[config.mk]
export PLATFORM = sky130hd
export DESIGN_NAME = asc_ctrl
export DESIGN_NICKNAME = d
export VERILOG_FILES = /design/src/hw/asc_pkg.sv /design/src/hw/asc_ctrl.sv /design/src/hw/asc_fifo.sv
export SDC_FILE = /design/constraint.sdc
export NUM_CORES = 1
export LEC_CHECK = 0
export BUFFER_PORTS_ARGS = -buffer_cell sky130_fd_sc_hd__buf_2
export CELL_PAD_IN_SITES_DETAIL_PLACEMENT = 0
export CELL_PAD_IN_SITES_GLOBAL_PLACEMENT = 2
export CORE_MARGIN = 8
export CORE_UTILIZATION = 35
export CTS_CLUSTER_DIAMETER = 40
export CTS_CLUSTER_SIZE = 28
export DETAILED_ROUTE_END_ITERATION = 12
export GPL_TIMING_DRIVEN = 0
export HOLD_SLACK_MARGIN = 0.08
export MAX_ROUTING_LAYER = met4
export PLACE_DENSITY = 0.6
export SETUP_SLACK_MARGIN = 0.15
export SYNTH_ARGS = -nofsm -noshare
export SYNTH_HDL_FRONTEND = slang
export SYNTH_SLANG_ARGS = --single-unit
[constraint.sdc]
create_clock -name mclk -period 3.7 [get_ports mclk]
set_input_delay 0.37 -clock mclk [delete_from_list [all_inputs] [get_ports mclk]]
set_output_delay 0.37 -clock mclk [all_outputs]
set_load 0.01 [all_outputs]
[src/hw/asc_pkg.sv]
/*
 * package for the serial conversion control block: command layout,
 * reset values, edge counts and state codes.
 * assumes: included by the top module and the fifo through asc_pkg::*.
 */
package asc_pkg;
    // ------------------------------------------------------------------
    // command word layout
    // ------------------------------------------------------------------
    localparam int        CMD_BITS    = 8;       // command bits per frame
    localparam logic [7:0] CMD_RESET  = 8'h06;   // power-up command value
    localparam int        CMD_CH_LSB  = 5;       // channel select 7:5
    localparam int        CMD_SCN_LSB = 3;       // scan field 4:3
    localparam int        CMD_PD_LSB  = 1;       // power-down field 2:1
    localparam int        CMD_CLK_BIT = 0;       // 1 = internal clock
    localparam logic [1:0] PD_ALL_ON  = 2'h0;    // ref and buffer kept on
    localparam logic [1:0] PD_REF_ON  = 2'h2;    // ref on, buffer off
    localparam logic [1:0] PD_EXT_REF = 2'h3;    // external reference

    // ------------------------------------------------------------------
    // serial frame timing, in serial clock edges
    // ------------------------------------------------------------------
    localparam int        RES_BITS    = 16;      // result word width
    localparam logic [4:0] DATA_EDGE_8  = 5'h08; // msb launch edge, 8-bit
    localparam logic [4:0] DATA_EDGE_16 = 5'h10; // msb launch edge, 16-bit
    localparam logic [5:0] ACQ_HALF_8   = 6'h0B; // half cycles of acquisition
    localparam logic [5:0] ACQ_HALF_16  = 6'h17; // 11.5 cycles = 23 halves
    localparam logic [3:0] LAST_BIT     = 4'hF;  // index of last result bit
    localparam logic [4:0] PIN_IDLE     = 5'h12; // synced pins at rest: cs_n, sync high
    localparam int        FIFO_DEPTH  = 32;      // result buffer depth

    // ------------------------------------------------------------------
    // sequencer states, one-hot
    // ------------------------------------------------------------------
    typedef enum logic [4:0] {
        ST_OFF  = 5'h01,    // chip deselected, shut down
        ST_ACQ  = 5'h02,    // tracking the input
        ST_CONV = 5'h04,    // holding, converting
        ST_OUT  = 5'h08,    // shifting the result
        ST_DONE = 5'h10     // result sent, waiting for re-arm
    } asc_state_type;
endpackage

[src/hw/asc_ctrl.sv]
/*
 * serial host interface and conversion sequencer of a 16-bit
 * successive-approximation converter.
 * assumes: serial pins arrive asynchronously and are sampled by mclk
 * (much faster than the serial clock); the converter core is logic on
 * mclk that answers conv_start with one result word on result_valid.
 */
`timescale 1ns/1ps
//
// Contract
// - frame-sync pulse starts a new conversion
// - width select low 8-bit, high 16-bit
// - dsp mode: frame-sync out marks msb
// - external reference: chip select sets shutdown
// - chip select fall wakes, enables command shifting
// - serial clock edges sequence acquisition and conversion
// - output low until data at edge 8/16
// - result is unsigned binary, msb first
// - dsp conversions use external serial clock only
// - chip select high-low returns track/hold to track
// - 16-bit mode acquires for 11.5 clock cycles
// - internal reference power-down set by command bits
// - output changes falling edge, rising in dsp
// - input sampled rising edge, falling in dsp
// - end-of-conversion low when ready, internal clock
// - serial output released while chip select high
module asc_ctrl
    import asc_pkg::*;
#(
    parameter int DEPTH = FIFO_DEPTH
)(
    input  wire logic                mclk,
    input  wire logic                sys_rst,
    input  wire logic                cs_n,
    input  wire logic                sclk,
    input  wire logic                din,
    input  wire logic                frame_sync_in,
    input  wire logic                transfer_width_select,
    input  wire logic [RES_BITS-1:0] result_data,
    input  wire logic                result_valid,
    output logic                     result_ready,
    output logic                     dout,
    output logic                     dout_oe,
    output logic                     frame_sync_out,
    output logic                     eoc_n,
    output logic                     track_hold,
    output logic                     conv_start,
    output logic                     conv_step,
    output logic                     analog_awake,
    output logic                     ref_on,
    output logic                     buf_on,
    output logic [2:0]               analog_input_channel,
    output logic [1:0]               scan_mode
);
    // ------------------------------------------------------------------
    // pin synchronisers
    // ------------------------------------------------------------------
    logic [4:0] pin_meta;   // first stage, read only by pin_sync
    logic [4:0] pin_sync;   // second stage
    logic [4:0] pin_prev;   // previous synced value for edge finding

    // order: cs_n, sclk, din, frame_sync_in, width select
    always_ff @(posedge mclk)
    begin
        if (sys_rst)
        begin
            // start at the pins' idle levels so no false edge follows reset
            pin_meta <= PIN_IDLE;
            pin_sync <= PIN_IDLE;
            pin_prev <= PIN_IDLE;
        end
        else
        begin
            pin_meta <= {cs_n, sclk, din, frame_sync_in, transfer_width_select};
            pin_sync <= pin_meta;
            pin_prev <= pin_sync;
        end
    end

    wire cs_s    = pin_sync[4];
    wire din_s   = pin_sync[2];
    wire fs_s    = pin_sync[1];
    wire wide_s  = pin_sync[0];
    wire cs_fall = pin_prev[4] && !cs_s;
    wire cs_rise = !pin_prev[4] && cs_s;
    wire sc_rise = !pin_prev[3] && pin_sync[3];
    wire sc_fall = pin_prev[3] && !pin_sync[3];
    wire fs_fall = pin_prev[1] && !fs_s;
    wire fs_rise = !pin_prev[1] && fs_s;

    // ------------------------------------------------------------------
    // state and working registers
    // ------------------------------------------------------------------
    asc_state_type   state;          // sequencer state
    asc_state_type   next_state;     // state for next cycle
    logic            dsp_mode;       // frame-sync seen while selected
    logic [7:0]      cmd_reg;        // applied command word
    logic [7:0]      cmd_sh;         // command being shifted in
    logic [3:0]      cmd_cnt;        // command bits taken this frame
    logic [5:0]      half_cnt;       // serial clock edges since start
    logic [4:0]      launch_cnt;     // launch edges since start
    logic [3:0]      bit_cnt;        // result bit on the line
    logic [RES_BITS-1:0] shifter;    // result being sent

    // ------------------------------------------------------------------
    // decode
    // ------------------------------------------------------------------
    // edge roles swap in dsp mode
    wire launch_edge = dsp_mode ? sc_rise : sc_fall;
    wire sample_edge = dsp_mode ? sc_fall : sc_rise;
    wire any_edge    = sc_rise || sc_fall;
    wire int_clk     = cmd_reg[CMD_CLK_BIT] && !dsp_mode;
    wire [1:0] pd_sel = cmd_reg[CMD_PD_LSB +: 2];

    // a three-wire frame needs frame sync parked high at chip select fall
    wire start_3w  = cs_fall && fs_s;
    // in dsp mode the end of the host's sync pulse starts a conversion
    wire start_dsp = dsp_mode && fs_rise && !cs_s;
    wire start     = start_3w || start_dsp;

    wire [4:0] data_edge = wide_s ? DATA_EDGE_16 : DATA_EDGE_8;
    wire [5:0] acq_half  = wide_s ? ACQ_HALF_16 : ACQ_HALF_8;
    wire hold_now  = (state == ST_ACQ) && any_edge
                     && (half_cnt + 6'h01 == acq_half);
    wire at_data   = launch_edge && (launch_cnt + 5'h01 >= data_edge);
    wire fifo_vld;
    wire [RES_BITS-1:0] fifo_word;
    wire load_msb  = (state == ST_CONV) && at_data && fifo_vld;
    wire last_bit  = (state == ST_OUT) && launch_edge && (bit_cnt == LAST_BIT);
    wire cmd_take  = (state != ST_OFF) && sample_edge
                     && (cmd_cnt < 4'(CMD_BITS));
    wire cmd_done  = cmd_take && (cmd_cnt == 4'(CMD_BITS - 1));

    // ------------------------------------------------------------------
    // result buffer between converter core and shifter
    // ------------------------------------------------------------------
    asc_fifo #(
        .WIDTH (RES_BITS),
        .DEPTH (DEPTH)
    ) u_fifo (
        .mclk      (mclk),
        .sys_rst   (sys_rst),
        .in_data   (result_data),
        .in_valid  (result_valid),
        .in_ready  (result_ready),
        .out_data  (fifo_word),
        .out_valid (fifo_vld),
        .out_ready (load_msb)
    );

    // ------------------------------------------------------------------
    // sequencer next state
    // ------------------------------------------------------------------
    always_comb
    begin
        next_state = state;
        case (state)
            ST_OFF:
                if (start)
                    next_state = ST_ACQ;
            ST_ACQ:
                if (hold_now)
                    next_state = ST_CONV;
            ST_CONV:
                if (load_msb)
                    next_state = ST_OUT;
            ST_OUT:
                if (last_bit)
                    next_state = ST_DONE;
            ST_DONE:
                if (start)
                    next_state = ST_ACQ;
            default:
                next_state = ST_OFF;
        endcase
        // deselect always wins; a dsp host keeps chip select low instead
        if (cs_rise)
            next_state = ST_OFF;
    end

    always_ff @(posedge mclk)
    begin
        if (sys_rst)
            state <= ST_OFF;
        else
            state <= next_state;
    end

    // ------------------------------------------------------------------
    // dsp mode detect: a sync falling edge while selected
    // ------------------------------------------------------------------
    always_ff @(posedge mclk)
    begin
        if (sys_rst || cs_rise)
            dsp_mode <= 1'b0;
        else if (fs_fall && !cs_s)
            dsp_mode <= 1'b1;
    end

    // ------------------------------------------------------------------
    // edge counters, restarted by each conversion start
    // ------------------------------------------------------------------
    always_ff @(posedge mclk)
    begin
        if (sys_rst || start)
        begin
            half_cnt   <= 6'h00;
            launch_cnt <= 5'h00;
        end
        else
        begin
            if (any_edge && (half_cnt != 6'h3F))
                half_cnt <= half_cnt + 6'h01;
            if (launch_edge && (launch_cnt != 5'h1F))
                launch_cnt <= launch_cnt + 5'h01;
        end
    end

    // ------------------------------------------------------------------
    // command shift register
    // ------------------------------------------------------------------
    // the word is applied only once all bits are in, so a frame cut
    // short leaves the previous configuration untouched
    always_ff @(posedge mclk)
    begin
        if (sys_rst)
        begin
            cmd_reg <= CMD_RESET;
            cmd_sh  <= 8'h00;
            cmd_cnt <= 4'h0;
        end
        else
        begin
            if (start)
                cmd_cnt <= 4'h0;
            else if (cmd_take)
            begin
                cmd_sh  <= {cmd_sh[6:0], din_s};
                cmd_cnt <= cmd_cnt + 4'h1;
            end
            if (cmd_done)
                cmd_reg <= {cmd_sh[6:0], din_s};
        end
    end

    // ------------------------------------------------------------------
    // result shifter and serial output
    // ------------------------------------------------------------------
    always_ff @(posedge mclk)
    begin
        if (sys_rst)
        begin
            shifter <= 16'h0000;
            bit_cnt <= 4'h0;
            dout    <= 1'b0;
        end
        else if (load_msb)
        begin
            // straight binary word, msb on the line first
            shifter <= {fifo_word[RES_BITS-2:0], 1'b0};
            dout    <= fifo_word[RES_BITS-1];
            bit_cnt <= 4'h0;
        end
        else if ((state == ST_OUT) && launch_edge)
        begin
            shifter <= {shifter[RES_BITS-2:0], 1'b0};
            dout    <= last_bit ? 1'b0 : shifter[RES_BITS-1];
            bit_cnt <= bit_cnt + 4'h1;
        end
        else if (state != ST_OUT)
            dout <= 1'b0;
    end

    // ------------------------------------------------------------------
    // frame-sync out: one serial period from the msb launch edge
    // ------------------------------------------------------------------
    always_ff @(posedge mclk)
    begin
        if (sys_rst)
            frame_sync_out <= 1'b0;
        else if (load_msb)
            frame_sync_out <= dsp_mode;
        else if (launch_edge || !dsp_mode)
            frame_sync_out <= 1'b0;
    end

    // ------------------------------------------------------------------
    // track/hold and converter stepping
    // ------------------------------------------------------------------
    // hold stays closed after the word until the next start re-arms it
    always_ff @(posedge mclk)
    begin
        if (sys_rst)
        begin
            track_hold <= 1'b0;
            conv_start <= 1'b0;
            conv_step  <= 1'b0;
        end
        else
        begin
            if (start)
                track_hold <= 1'b0;
            else if (hold_now)
                track_hold <= 1'b1;
            conv_start <= hold_now;
            // serial clock paces the core unless internal clock is chosen
            conv_step  <= (state == ST_CONV) && !int_clk && sc_fall;
        end
    end

    // ------------------------------------------------------------------
    // pin side outputs: enable, end of conversion, power control
    // ------------------------------------------------------------------
    always_ff @(posedge mclk)
    begin
        if (sys_rst)
        begin
            dout_oe      <= 1'b0;
            eoc_n        <= 1'b1;
            analog_awake <= 1'b0;
            ref_on       <= 1'b0;
            buf_on       <= 1'b0;
        end
        else
        begin
            dout_oe      <= !cs_s;
            // external clock keeps end of conversion parked high
            eoc_n        <= !(int_clk && (state == ST_CONV) && fifo_vld);
            analog_awake <= (next_state != ST_OFF);
            if (pd_sel == PD_EXT_REF)
            begin
                ref_on <= 1'b0;
                buf_on <= 1'b0;
            end
            else
            begin
                // internal reference: field picks what stays up when idle
                ref_on <= !cs_s || (pd_sel == PD_ALL_ON)
                          || (pd_sel == PD_REF_ON);
                buf_on <= !cs_s || (pd_sel == PD_ALL_ON);
            end
        end
    end

    // ------------------------------------------------------------------
    // configuration outputs straight from the command register
    // ------------------------------------------------------------------
    always_ff @(posedge mclk)
    begin
        if (sys_rst)
        begin
            analog_input_channel <= CMD_RESET[CMD_CH_LSB +: 3];
            scan_mode            <= CMD_RESET[CMD_SCN_LSB +: 2];
        end
        else
        begin
            analog_input_channel <= cmd_reg[CMD_CH_LSB +: 3];
            scan_mode            <= cmd_reg[CMD_SCN_LSB +: 2];
        end
    end
endmodule

[src/hw/asc_fifo.sv]
/*
 * synchronous result fifo with valid/ready on both sides.
 * assumes: one clock, synchronous active-high reset; full and empty
 * are held in flip-flops so the ready/valid outputs are registered.
 */
`timescale 1ns/1ps
module asc_fifo
    import asc_pkg::*;
#(
    parameter int WIDTH = 16,
    parameter int DEPTH = 32
)(
    input  wire logic             mclk,
    input  wire logic             sys_rst,
    input  wire logic [WIDTH-1:0] in_data,
    input  wire logic             in_valid,
    output logic                  in_ready,
    output logic [WIDTH-1:0]      out_data,
    output logic                  out_valid,
    input  wire logic             out_ready
);
    localparam int AW = $clog2(DEPTH);

    logic [WIDTH-1:0] mem [DEPTH];      // storage words
    logic [AW-1:0]    wr_ptr;           // write index
    logic [AW-1:0]    rd_ptr;           // read index
    logic [AW:0]      count;            // words held
    logic [AW:0]      next_count;       // count after this cycle
    wire              push = in_valid && in_ready;
    wire              pop  = out_valid && out_ready;

    // ------------------------------------------------------------------
    // occupancy
    // ------------------------------------------------------------------
    always_comb
    begin
        next_count = count;
        if (push && !pop)
            next_count = count + 1'b1;
        else if (pop && !push)
            next_count = count - 1'b1;
    end

    assign out_data = mem[rd_ptr];

    // flags are registered so both ready and valid come from flops
    always_ff @(posedge mclk)
    begin
        if (sys_rst)
        begin
            wr_ptr    <= '0;
            rd_ptr    <= '0;
            count     <= '0;
            in_ready  <= 1'b1;
            out_valid <= 1'b0;
        end
        else
        begin
            if (push)
                wr_ptr <= wr_ptr + 1'b1;
            if (pop)
                rd_ptr <= rd_ptr + 1'b1;
            count     <= next_count;
            in_ready  <= (next_count != (AW+1)'(DEPTH));
            out_valid <= (next_count != '0);
        end
    end

    // storage has no reset; contents are only read behind out_valid
    always_ff @(posedge mclk)
    begin
        if (push)
            mem[wr_ptr] <= in_data;
    end
endmodule

### After elaboration in Yosys (flattened, before gate mapping)

Memory sizes are Yosys's and may differ from the RTL's. A register that Yosys moved wholly into a read port is not among the register bits.
Index checks and enable logic that the tools add are counted.

| word-level totals | value |
|---|---|
| bits in registers | 103 |
| bits in latches | 0 |
| RAM bits | 512 |
| ROM bits | 0 |
| input bits | 24 |
| output and inout bits | 16 |
| word-level logic and storage cells | 140 |
| memories kept | 1 |

| cells by class | value |
|---|---|
| add/sub/neg operators | 8 |
| multiply operators | 0 |
| divide/modulo/power cells | 0 |
| $lt $le $gt $ge | 2 |
| eq/ne operators | 16 |
| shifts and indexed selects | 0 |
| muxes and demuxes | 24 |
| bitwise logic cells | 1 |
| reductions and logical operators | 59 |

Memory list:

| name | words | bits a word | read ports | clocked after Yosys merged registers in | wr ports | RTL line | RTL |
|---|---|---|---|---|---|---|---|
| u_fifo.mem | 32 | 16 | 1 | 1 | 1 | asc_fifo.sv:24 | `logic [WIDTH-1:0] mem [DEPTH];` |

Operator list:

| kind | count |
|---|---|
| two-way mux 5 bit | 9 |
| two-way mux 16 bit | 2 |
| logical AND 1 bit | 31 |
| one-hot mux 5 bit (4 select lines) | 1 |
| adder 5 x 1 -> 5 bit, second input constant | 3 |
| adder 6 x 1 -> 6 bit, second input constant | 2 |
| two-way mux 6 bit | 2 |
| inequality test 6 bit, second input constant | 2 |
| zero test 1 bit | 11 |
| two-way mux 1 bit | 10 |
| inequality test 5 x 1 -> 1 bit, second input constant | 2 |
| adder 4 x 1 -> 4 bit, second input constant | 2 |
| OR reduction 2 bit | 4 |
| logical OR 1 bit | 7 |
| == test 6 x 5 -> 1 bit | 1 |
| nonzero test 6 bit | 1 |
| subtractor 6 x 1 -> 6 bit, second input constant | 1 |
| == test 5 x 1 -> 1 bit, second input constant | 1 |
| == test 5 x 2 -> 1 bit, second input constant | 1 |
| == test 5 x 3 -> 1 bit, second input constant | 1 |
| == test 5 x 4 -> 1 bit, second input constant | 1 |
| == test 5 bit, second input constant | 1 |
| greater-or-equal comparator 5 bit | 1 |
| inequality test 5 x 4 -> 1 bit, second input constant | 1 |
| other kinds (10) | 12 |

### Longest topological paths before layout

Gate-level depths: netlist (run 1).

| logic depth | value |
|---|---|
| word-level depth | 11 |
| depth in mapped cells | 12 |
| gate-level depth less buffers | 10 |

### Modules after synthesis

From an unflattened synthesis (run 1), not the netlist that was laid out.

| second synthesis, totals | value |
|---|---|
| cells, all modules | 1338 |
| area, all modules | 24209.5 µm² |

Modules (own cells, without submodules):

| module | instances | cells each | area an instance (µm²) | seq. area each (µm²) |
|---|---|---|---|---|
| asc_fifo | 1 | 958 | 20696.1 | 15835.2 |
| asc_ctrl | 1 | 380 | 3513.4 | 1661.6 |

### Worst setup path before layout (run 1)

Ideal clock, no wire load.

| timing path | value |
|---|---|
| path type | register to register |
| from | register launch_cnt[0] |
| to | register u_fifo.out_valid |
| library setup time | 133 ps |
| arrival | 2600 ps |
| required time | 3567 ps |
| slack | 968 ps |
| stages on the path, launching flop included | 12 |
| buffers on the path | 1 |
| clock period less this slack | 2732 ps |
| cells stage by stage | dfxtp_1 -> ha_1 -> and3_1 -> ha_1 -> ha_1 -> and3_1 -> a221oi_4 -> nor2_2 -> buf_4 -> mux2i_1 -> xor2_1 -> a31oi_1 |

| between the ends | value |
|---|---|
| cells in the longest elaborated chain, start to end | 10 |
| elaborated cells between the ends (all ways) | 12 |
| those cells by class | add/sub (1); order compare (1); mux (2); reduce/logical (8) |

RTL lines:

| what | RTL line | RTL |
|---|---|---|
| start, declared | asc_ctrl.sv:101 | `logic [4:0] launch_cnt;` |
| start signal, assigned | asc_ctrl.sv:215 | `launch_cnt <= launch_cnt + 5'h01;` |
| adder 5 x 1 -> 5 bit (*) | asc_ctrl.sv:125 | `wire at_data = launch_edge && (launch_cnt + 5'h01 >= data_edge);` |
| greater-or-equal comparator 5 bit (*) | asc_ctrl.sv:125 |  |
| logical AND 1 bit (*) | asc_ctrl.sv:125 |  |
| logical AND 1 bit (*) (2 in series) | asc_ctrl.sv:128 | `wire load_msb = (state == ST_CONV) && at_data && fifo_vld;` |
| logical AND 1 bit (*) | asc_fifo.sv:30 | `wire pop = out_valid && out_ready;` |
| logical AND 1 bit or zero test 1 bit (tied branches) | asc_fifo.sv:40, asc_fifo.sv:38 |  |
| two-way mux 6 bit or logical AND 1 bit (tied branches) | asc_fifo.sv:40, asc_fifo.sv:38 |  |
| two-way mux 6 bit (*) | asc_fifo.sv:38 | `if (push && !pop)` |
| nonzero test 6 bit (*) | asc_fifo.sv:65 | `out_valid <= (next_count != '0);` |
| end signal, assigned | asc_fifo.sv:65 |  |
| end, declared | asc_fifo.sv:19 | `output logic out_valid,` |

Every way passes the cells marked *; elsewhere a longest branch is shown, timed or not.
A chain may end at the register's enable or synchronous reset.

==> results_dict.tcl, run 1 <==
set metrics [dict create \
    syn_area_sq_mm 0.0241 \
    antenna_found_initial 1 \
    die_h_um 278 \
    drc 0 \
    ys_top_cells_by_area "edfxtp_1, mux4_2, dfxtp_1" \
    fin_cells 2427 \
    maxSlewViolCount 0 \
    dp_cells 2222 \
    finalClockSkew_ps 46.9 \
    netlist_top_cells_count "edfxtp_1, mux4_2, dfxtp_1" \
    syn_nets 1313 \
    grt_pass1_vias 13000 \
    max-slew-margin-rel_pct 24.3 \
    p_seq_share_pct 42.0 \
    core-area_sq_mm 0.0683 \
    cts_resized 0 \
    wl_per_cell_um 24.8 \
    yosys_warnings 0 \
    cts.sinks 618 \
    ant_nets 0 \
    clk_pin_slew_ps 50 \
    path_class "reg2reg" \
    synth.mux.area_fraction_pct 17.0 \
    power_density_mw_per_mm2 607 \
    fill_cells 5902 \
    grt.total_usage_pct 16.0 \
    synth_flop_cell "edfxtp_1" \
    start_util_pct 35.2 \
    hold_violations 0 \
    die_w_um 278 \
    end_kind "flip-flop" \
    cts_buffers 106 \
    fin_nets 1496 \
    synth_compound_area_share_pct 2.33 \
    status "completed" \
    placement.io_buffers 39 \
    synth_simple_gate_area_share_pct 4.74 \
    power.internal_mw 14.2 \
    synth_edf_count 512 \
    grt_max_degree 33 \
    utilization_pct 43.7 \
    clk_latency_ps 660 \
    cts_root_buffer "clkbuf_16" \
    p_sw_mw 3.92 \
    setup_violations 0 \
    drt_wl_total_um 60200 \
    path_cells "clkbuf_1, buf_2, buf_1, mux4_2, mux4_2, mux2i_1, a211oi_1" \
    postSynthCellCount 1271 \
    stdcell_area_sq_mm 0.0298 \
    grt_overflow 0 \
    crit_slowest_cell "buf_1" \
    async_flop_share_pct 0 \
    yosysMostFrequentCell "edfxtp_1" \
    rows 96 \
    max_cap_violations 0 \
    drt_iter0_drc 940 \
    switching_share_pct 21.7 \
    dr_total_vias 12400 \
    cp_max_fo 10 \
    slowest_delay_ps 800 \
    rsz0062_at_grt "no" \
    io_pins 40 \
    synth_cell_type_count 56 \
    area_growth_pct 24.0 \
    drive_gt1_share_pct 32.2 \
    post_cts_buffers 0 \
    placedInstanceArea_sq_mm 0.0260 \
    fmax_mhz 293 \
    leakage_nw 9.58 \
    hold_path_class "in2reg" \
    gp_congestion 0.747 \
    synth_fa_ha_area_share_pct 0.936 \
    yosysTopAreaCellShare_pct 63.9 \
    min_period_over_period_pct 92.3 \
    drtPass1Iterations 5 \
    synth_top_family_by_area "multiplexers" \
    power_frac_clock_pct 55.9 \
    ir_drop_v 0.000337 \
    largest_register_ffs 512 \
    whs_ps 236 \
    hold_depth 4 \
    via_per_inst 5.12 \
    synthXorXnorAreaFrac_pct 0.910 \
    pwr-share-comb_pct 2.1 \
    synth-seq-area-share_pct 72.7 \
    cpMostUsedCell "mux4_2" \
    ys_seq_elements 618 \
    arrival_ps 3890 \
    clk_path_buf_depth 3 \
    dieArea_sq_mm 0.0774 \
    antenna_cells 0 \
    grt_first_pass_wirelength_um 88900 \
    reg2regPathDepth 7 \
    tritoncts "built" \
    htree_levels 3 \
    critPathRequiredTime_ps 4180 \
    synth_top_area_cell "edfxtp_1" \
    tightest_slew_ps 1140 \
    synth.avg_cell_area_sq_um 18.9 \
    dp_slack_ps 309 \
    start_kind "flip-flop" \
    dp_hpwl_um 40200 \
    finalCriticalPeriod_ps 3410 \
    setup_ws_ps 286 \
]
-- stage by stage --
| stage | setup TNS [ps] | power, mW |
|---|---|---|
| after floorplan | 0 | 7.92 |
| after global placement | -7320 | 8.12 |
| after detailed placement | 0 | 8.14 |
| after CTS | 0 | 18.4 |
| after global routing | 0 | 18.7 |
| final | 0 | 18.1 |
-- cell families after synthesis --
family	count (synthesis)
multiplexers	206
adder cells (fa/ha/maj)	18
XOR/XNOR	25
AO/OA/AOI/OAI	82
flip-flops	618
AND/OR/NAND/NOR	240
buffers and inverters	82
-- layer usage --
layer | part of all wire, % | routed length [um] | global-route usage (%) | up-vias
met1 | 45 | 27100 | 21.1 | 6504
met4 | 2.3 | 1410 | 4.56 | 0
met5 | 0 | 0 | - | -
met3 | 4.3 | 2580 | 3.08 | 101
li1 | - | - | - | 5528
met2 | 48 | 29100 | 25.4 | 296
-- worst paths after layout --
| check | from | endpoint | slack [ps] |
|---|---|---|---|
| min | result_valid | u_fifo.wr_ptr[1]$_SDFFE_PP0P_ | 240 |
| max reg2reg | flip-flop | shifter[3]$_SDFFE_PP0P_ | 290 |
| min reg2reg | pin_meta[4]$_SDFF_PP1_ | pin_sync[4]$_SDFF_PP1_ | 420 |
| max | flip-flop | shifter[3]$_SDFFE_PP0P_ | 290 |
-- cell type report --
type	count	area [sq um]	area share, %
multi-input combinational	571	6320	21.2
sequential	618	17500	58.6
clock inverter	85	1040	3.49
inverter	19	71.3	0.239
buffer	63	273	0.914
timing repair buffer	75	806	2.70
clock buffer	114	2730	9.16
tap	882	1100	3.70
-- layout by cell type, fill, tap and decap left out, drive strengths merged, types with 14 or more instances in the layout --
cell type,count
a21oi,22
inv,38
bufinv,15
clkinv,39
dfxtp,106
mux4,160
nand3,17
buf,103
mux2,16
nand2,38
clkbuf,143
edfxtp,512
ha,18
mux2i,30
a211oi,20
nor2b,18
nor2,106
o21ai,14
xor2,14
-- worst max-delay path, delay by kind of cell, from the launching register on --
family / cells / cell delay [ps]
mux: 3 / 1450
buf+inv: 3 / 1350
flops: 1 / 300
compound gates: 1 / 140
-- power by group through the flow --
stage	clock [mW]	combinational [mW]	sequential, mW
2_1_floorplan	0	0.170	7.75
3_3_place_gp	0	0.364	7.76
3_5_place_dp	0	0.387	7.76
4_1_cts	10.3	0.393	7.62
5_1_grt	10.6	0.420	7.62
6_report	10.1	0.378	7.62
-- repair_timing --
action,in CTS,in global routing
endpoints found under the setup margin,0,0
hold endpoints to repair,7,0
hold buffers,6,0
(Power assumes the default switching activity.)
==> run 2: changes to the inputs <==
- CTS_BUF_LIST: default -> sky130_fd_sc_hd__clkbuf_8
==> run 2 against run 1 <==
Effect of this change:
- routed wire length about the same
- via count decreased by 0.34%
- maximum frequency about the same
- combinational power about the same
- total power decreased by 16%
- critical path type unchanged
==> results_dict.tcl, run 2 (synthesis results as in run 1) <==
set metrics [dict create \
    drt_wl_total_um 60200 \
    grt.total_usage_pct 16.0 \
    clk_pin_slew_ps 70 \
    leakage_nw 9.02 \
    max-slew-margin-rel_pct 25.3 \
    placement.io_buffers 39 \
    gp_congestion 0.747 \
    largest_register_ffs 512 \
    dr_total_vias 12400 \
    finalCriticalPeriod_ps 3410 \
    final_cell_mix "edfxtp_1, mux4_2, clkbuf_8" \
    fmax_mhz 293 \
    power_density_mw_per_mm2 531 \
    finalClockSkew_ps 74.2 \
    drc 0 \
    ir_drop_v 0.000289 \
    grt_first_pass_wirelength_um 88500 \
    start_util_pct 35.2 \
    max_cap_violations 0 \
    tightest_slew_ps 1120 \
    drt_iter0_drc 950 \
    die_h_um 278 \
    dp_cells 2222 \
    hold_violations 0 \
    end_kind "flip-flop" \
    arrival_ps 3940 \
    cts.sinks 618 \
    grt_max_degree 33 \
    die_w_um 278 \
    via_per_inst 5.10 \
    dp_hpwl_um 40200 \
    reg2reg_slack_ps 290 \
    status "completed" \
    io_pins 40 \
    critPathRequiredTime_ps 4230 \
    layout_commonest_cell "edfxtp_1" \
    area_growth_pct 18.8 \
    setup_violations 0 \
    clk_latency_ps 730 \
    fin_nets 1496 \
    cp_max_fo 10 \
    dieArea_sq_mm 0.0774 \
    maxSlewViolCount 0 \
    rows 96 \
    htree_levels 3 \
    cts_buffers 106 \
    cts_root_buffer "clkbuf_8" \
    ant_nets 0 \
    core-area_sq_mm 0.0683 \
    hold_path_class "in2reg" \
    fill_cells 6061 \
    drive_gt1_share_pct 32.2 \
    clk_path_buf_depth 3 \
    antenna_found_initial 2 \
    min_period_over_period_pct 92.2 \
    drtPass1Iterations 5 \
    grt_pass1_vias 13000 \
    start_kind "flip-flop" \
    path_class "reg2reg" \
    tritoncts "built" \
    power_mw 15.2 \
    fin_cells 2429 \
    wl_per_cell_um 24.8 \
    rsz0062_at_grt "no" \
    grt_overflow 0 \
]
[run 2: cell types whose count changed in the layout (fill, tap and decap cells not counted), moves of 3 or more]
cell	before	now
clkbuf_1	33	29
clkbuf_16	107	0
clkbuf_8	3	110
clkinv_16	3	0
inv_1	19	23
[run 2: cell type report]
class                           instances  area (sq um)  area share [%]
Antenna cell                            2          5.00          0.0175
Timing Repair Buffer                   75           806            2.82
Inverter                               19          71.3           0.249
Clock inverter                         89          1010            3.52
Multi-Input combinational cell        571          6320            22.1
Clock buffer                          110          1510            5.29
Buffer                                 63           273           0.954
Sequential cell                       618         17500            61.2
Tap cell                              882          1100            3.86
[run 2: path summary, 6_finish.rpt]
kind                     startpoint                           end  cells past startpoint
max reg2reg               flip-flop       shifter[3]$_SDFFE_PP0P_                      7
max                       flip-flop       shifter[3]$_SDFFE_PP0P_                      7
min                 result_data[14]  u_fifo.mem[27][14]$_DFFE_PP_                      1
min reg2reg  pin_meta[4]$_SDFF_PP1_        pin_sync[4]$_SDFF_PP1_                      1
[run 2: critical path: stages, from the launching register on]
cell	delay, ps
dfxtp_1	310
clkbuf_1	220
buf_2	320
buf_1	800
mux4_2	470
mux4_2	530
mux2i_1	440
a211oi_1	140
[run 2: what timing repair did]
item	in CTS	in global routing
hold endpoints to repair	9	0
setup buffers	0	0
resized for setup	0	0
hold buffers	6	0
[run 2: power breakdown]
group	switching [mW]	internal [mW]	leakage (nW)
Sequential	0.0265	7.58	5.47
Combinational	0.270	0.109	2.29
Clock	3.20	3.99	1.26
Total	3.50	11.7	9.02
[run 2: layer usage]
| layer | track usage (%) | up-vias | part of all wire [%] |
|---|---|---|---|
| met5 | - | - | 0 |
| met3 | 3.10 | 107 | 4.5 |
| met1 | 21.0 | 6482 | 45 |
| met4 | 4.43 | 0 | 2.4 |
| met2 | 25.4 | 280 | 48 |
| li1 | - | 5518 | - |
[run 2: metrics by stage]
stage	hold slack, ps	setup WS [ps]	util, %	area, sq um	TNS [ps]
floorplan	389	968	-	24100	0
global placement	404	-185	37.1	25400	-7320
detailed placement	396	309	38.1	26000	0
CTS	84.9	266	41.8	28600	0
global route	130	154	41.8	28600	0
finish	164	287	41.8	28600	0
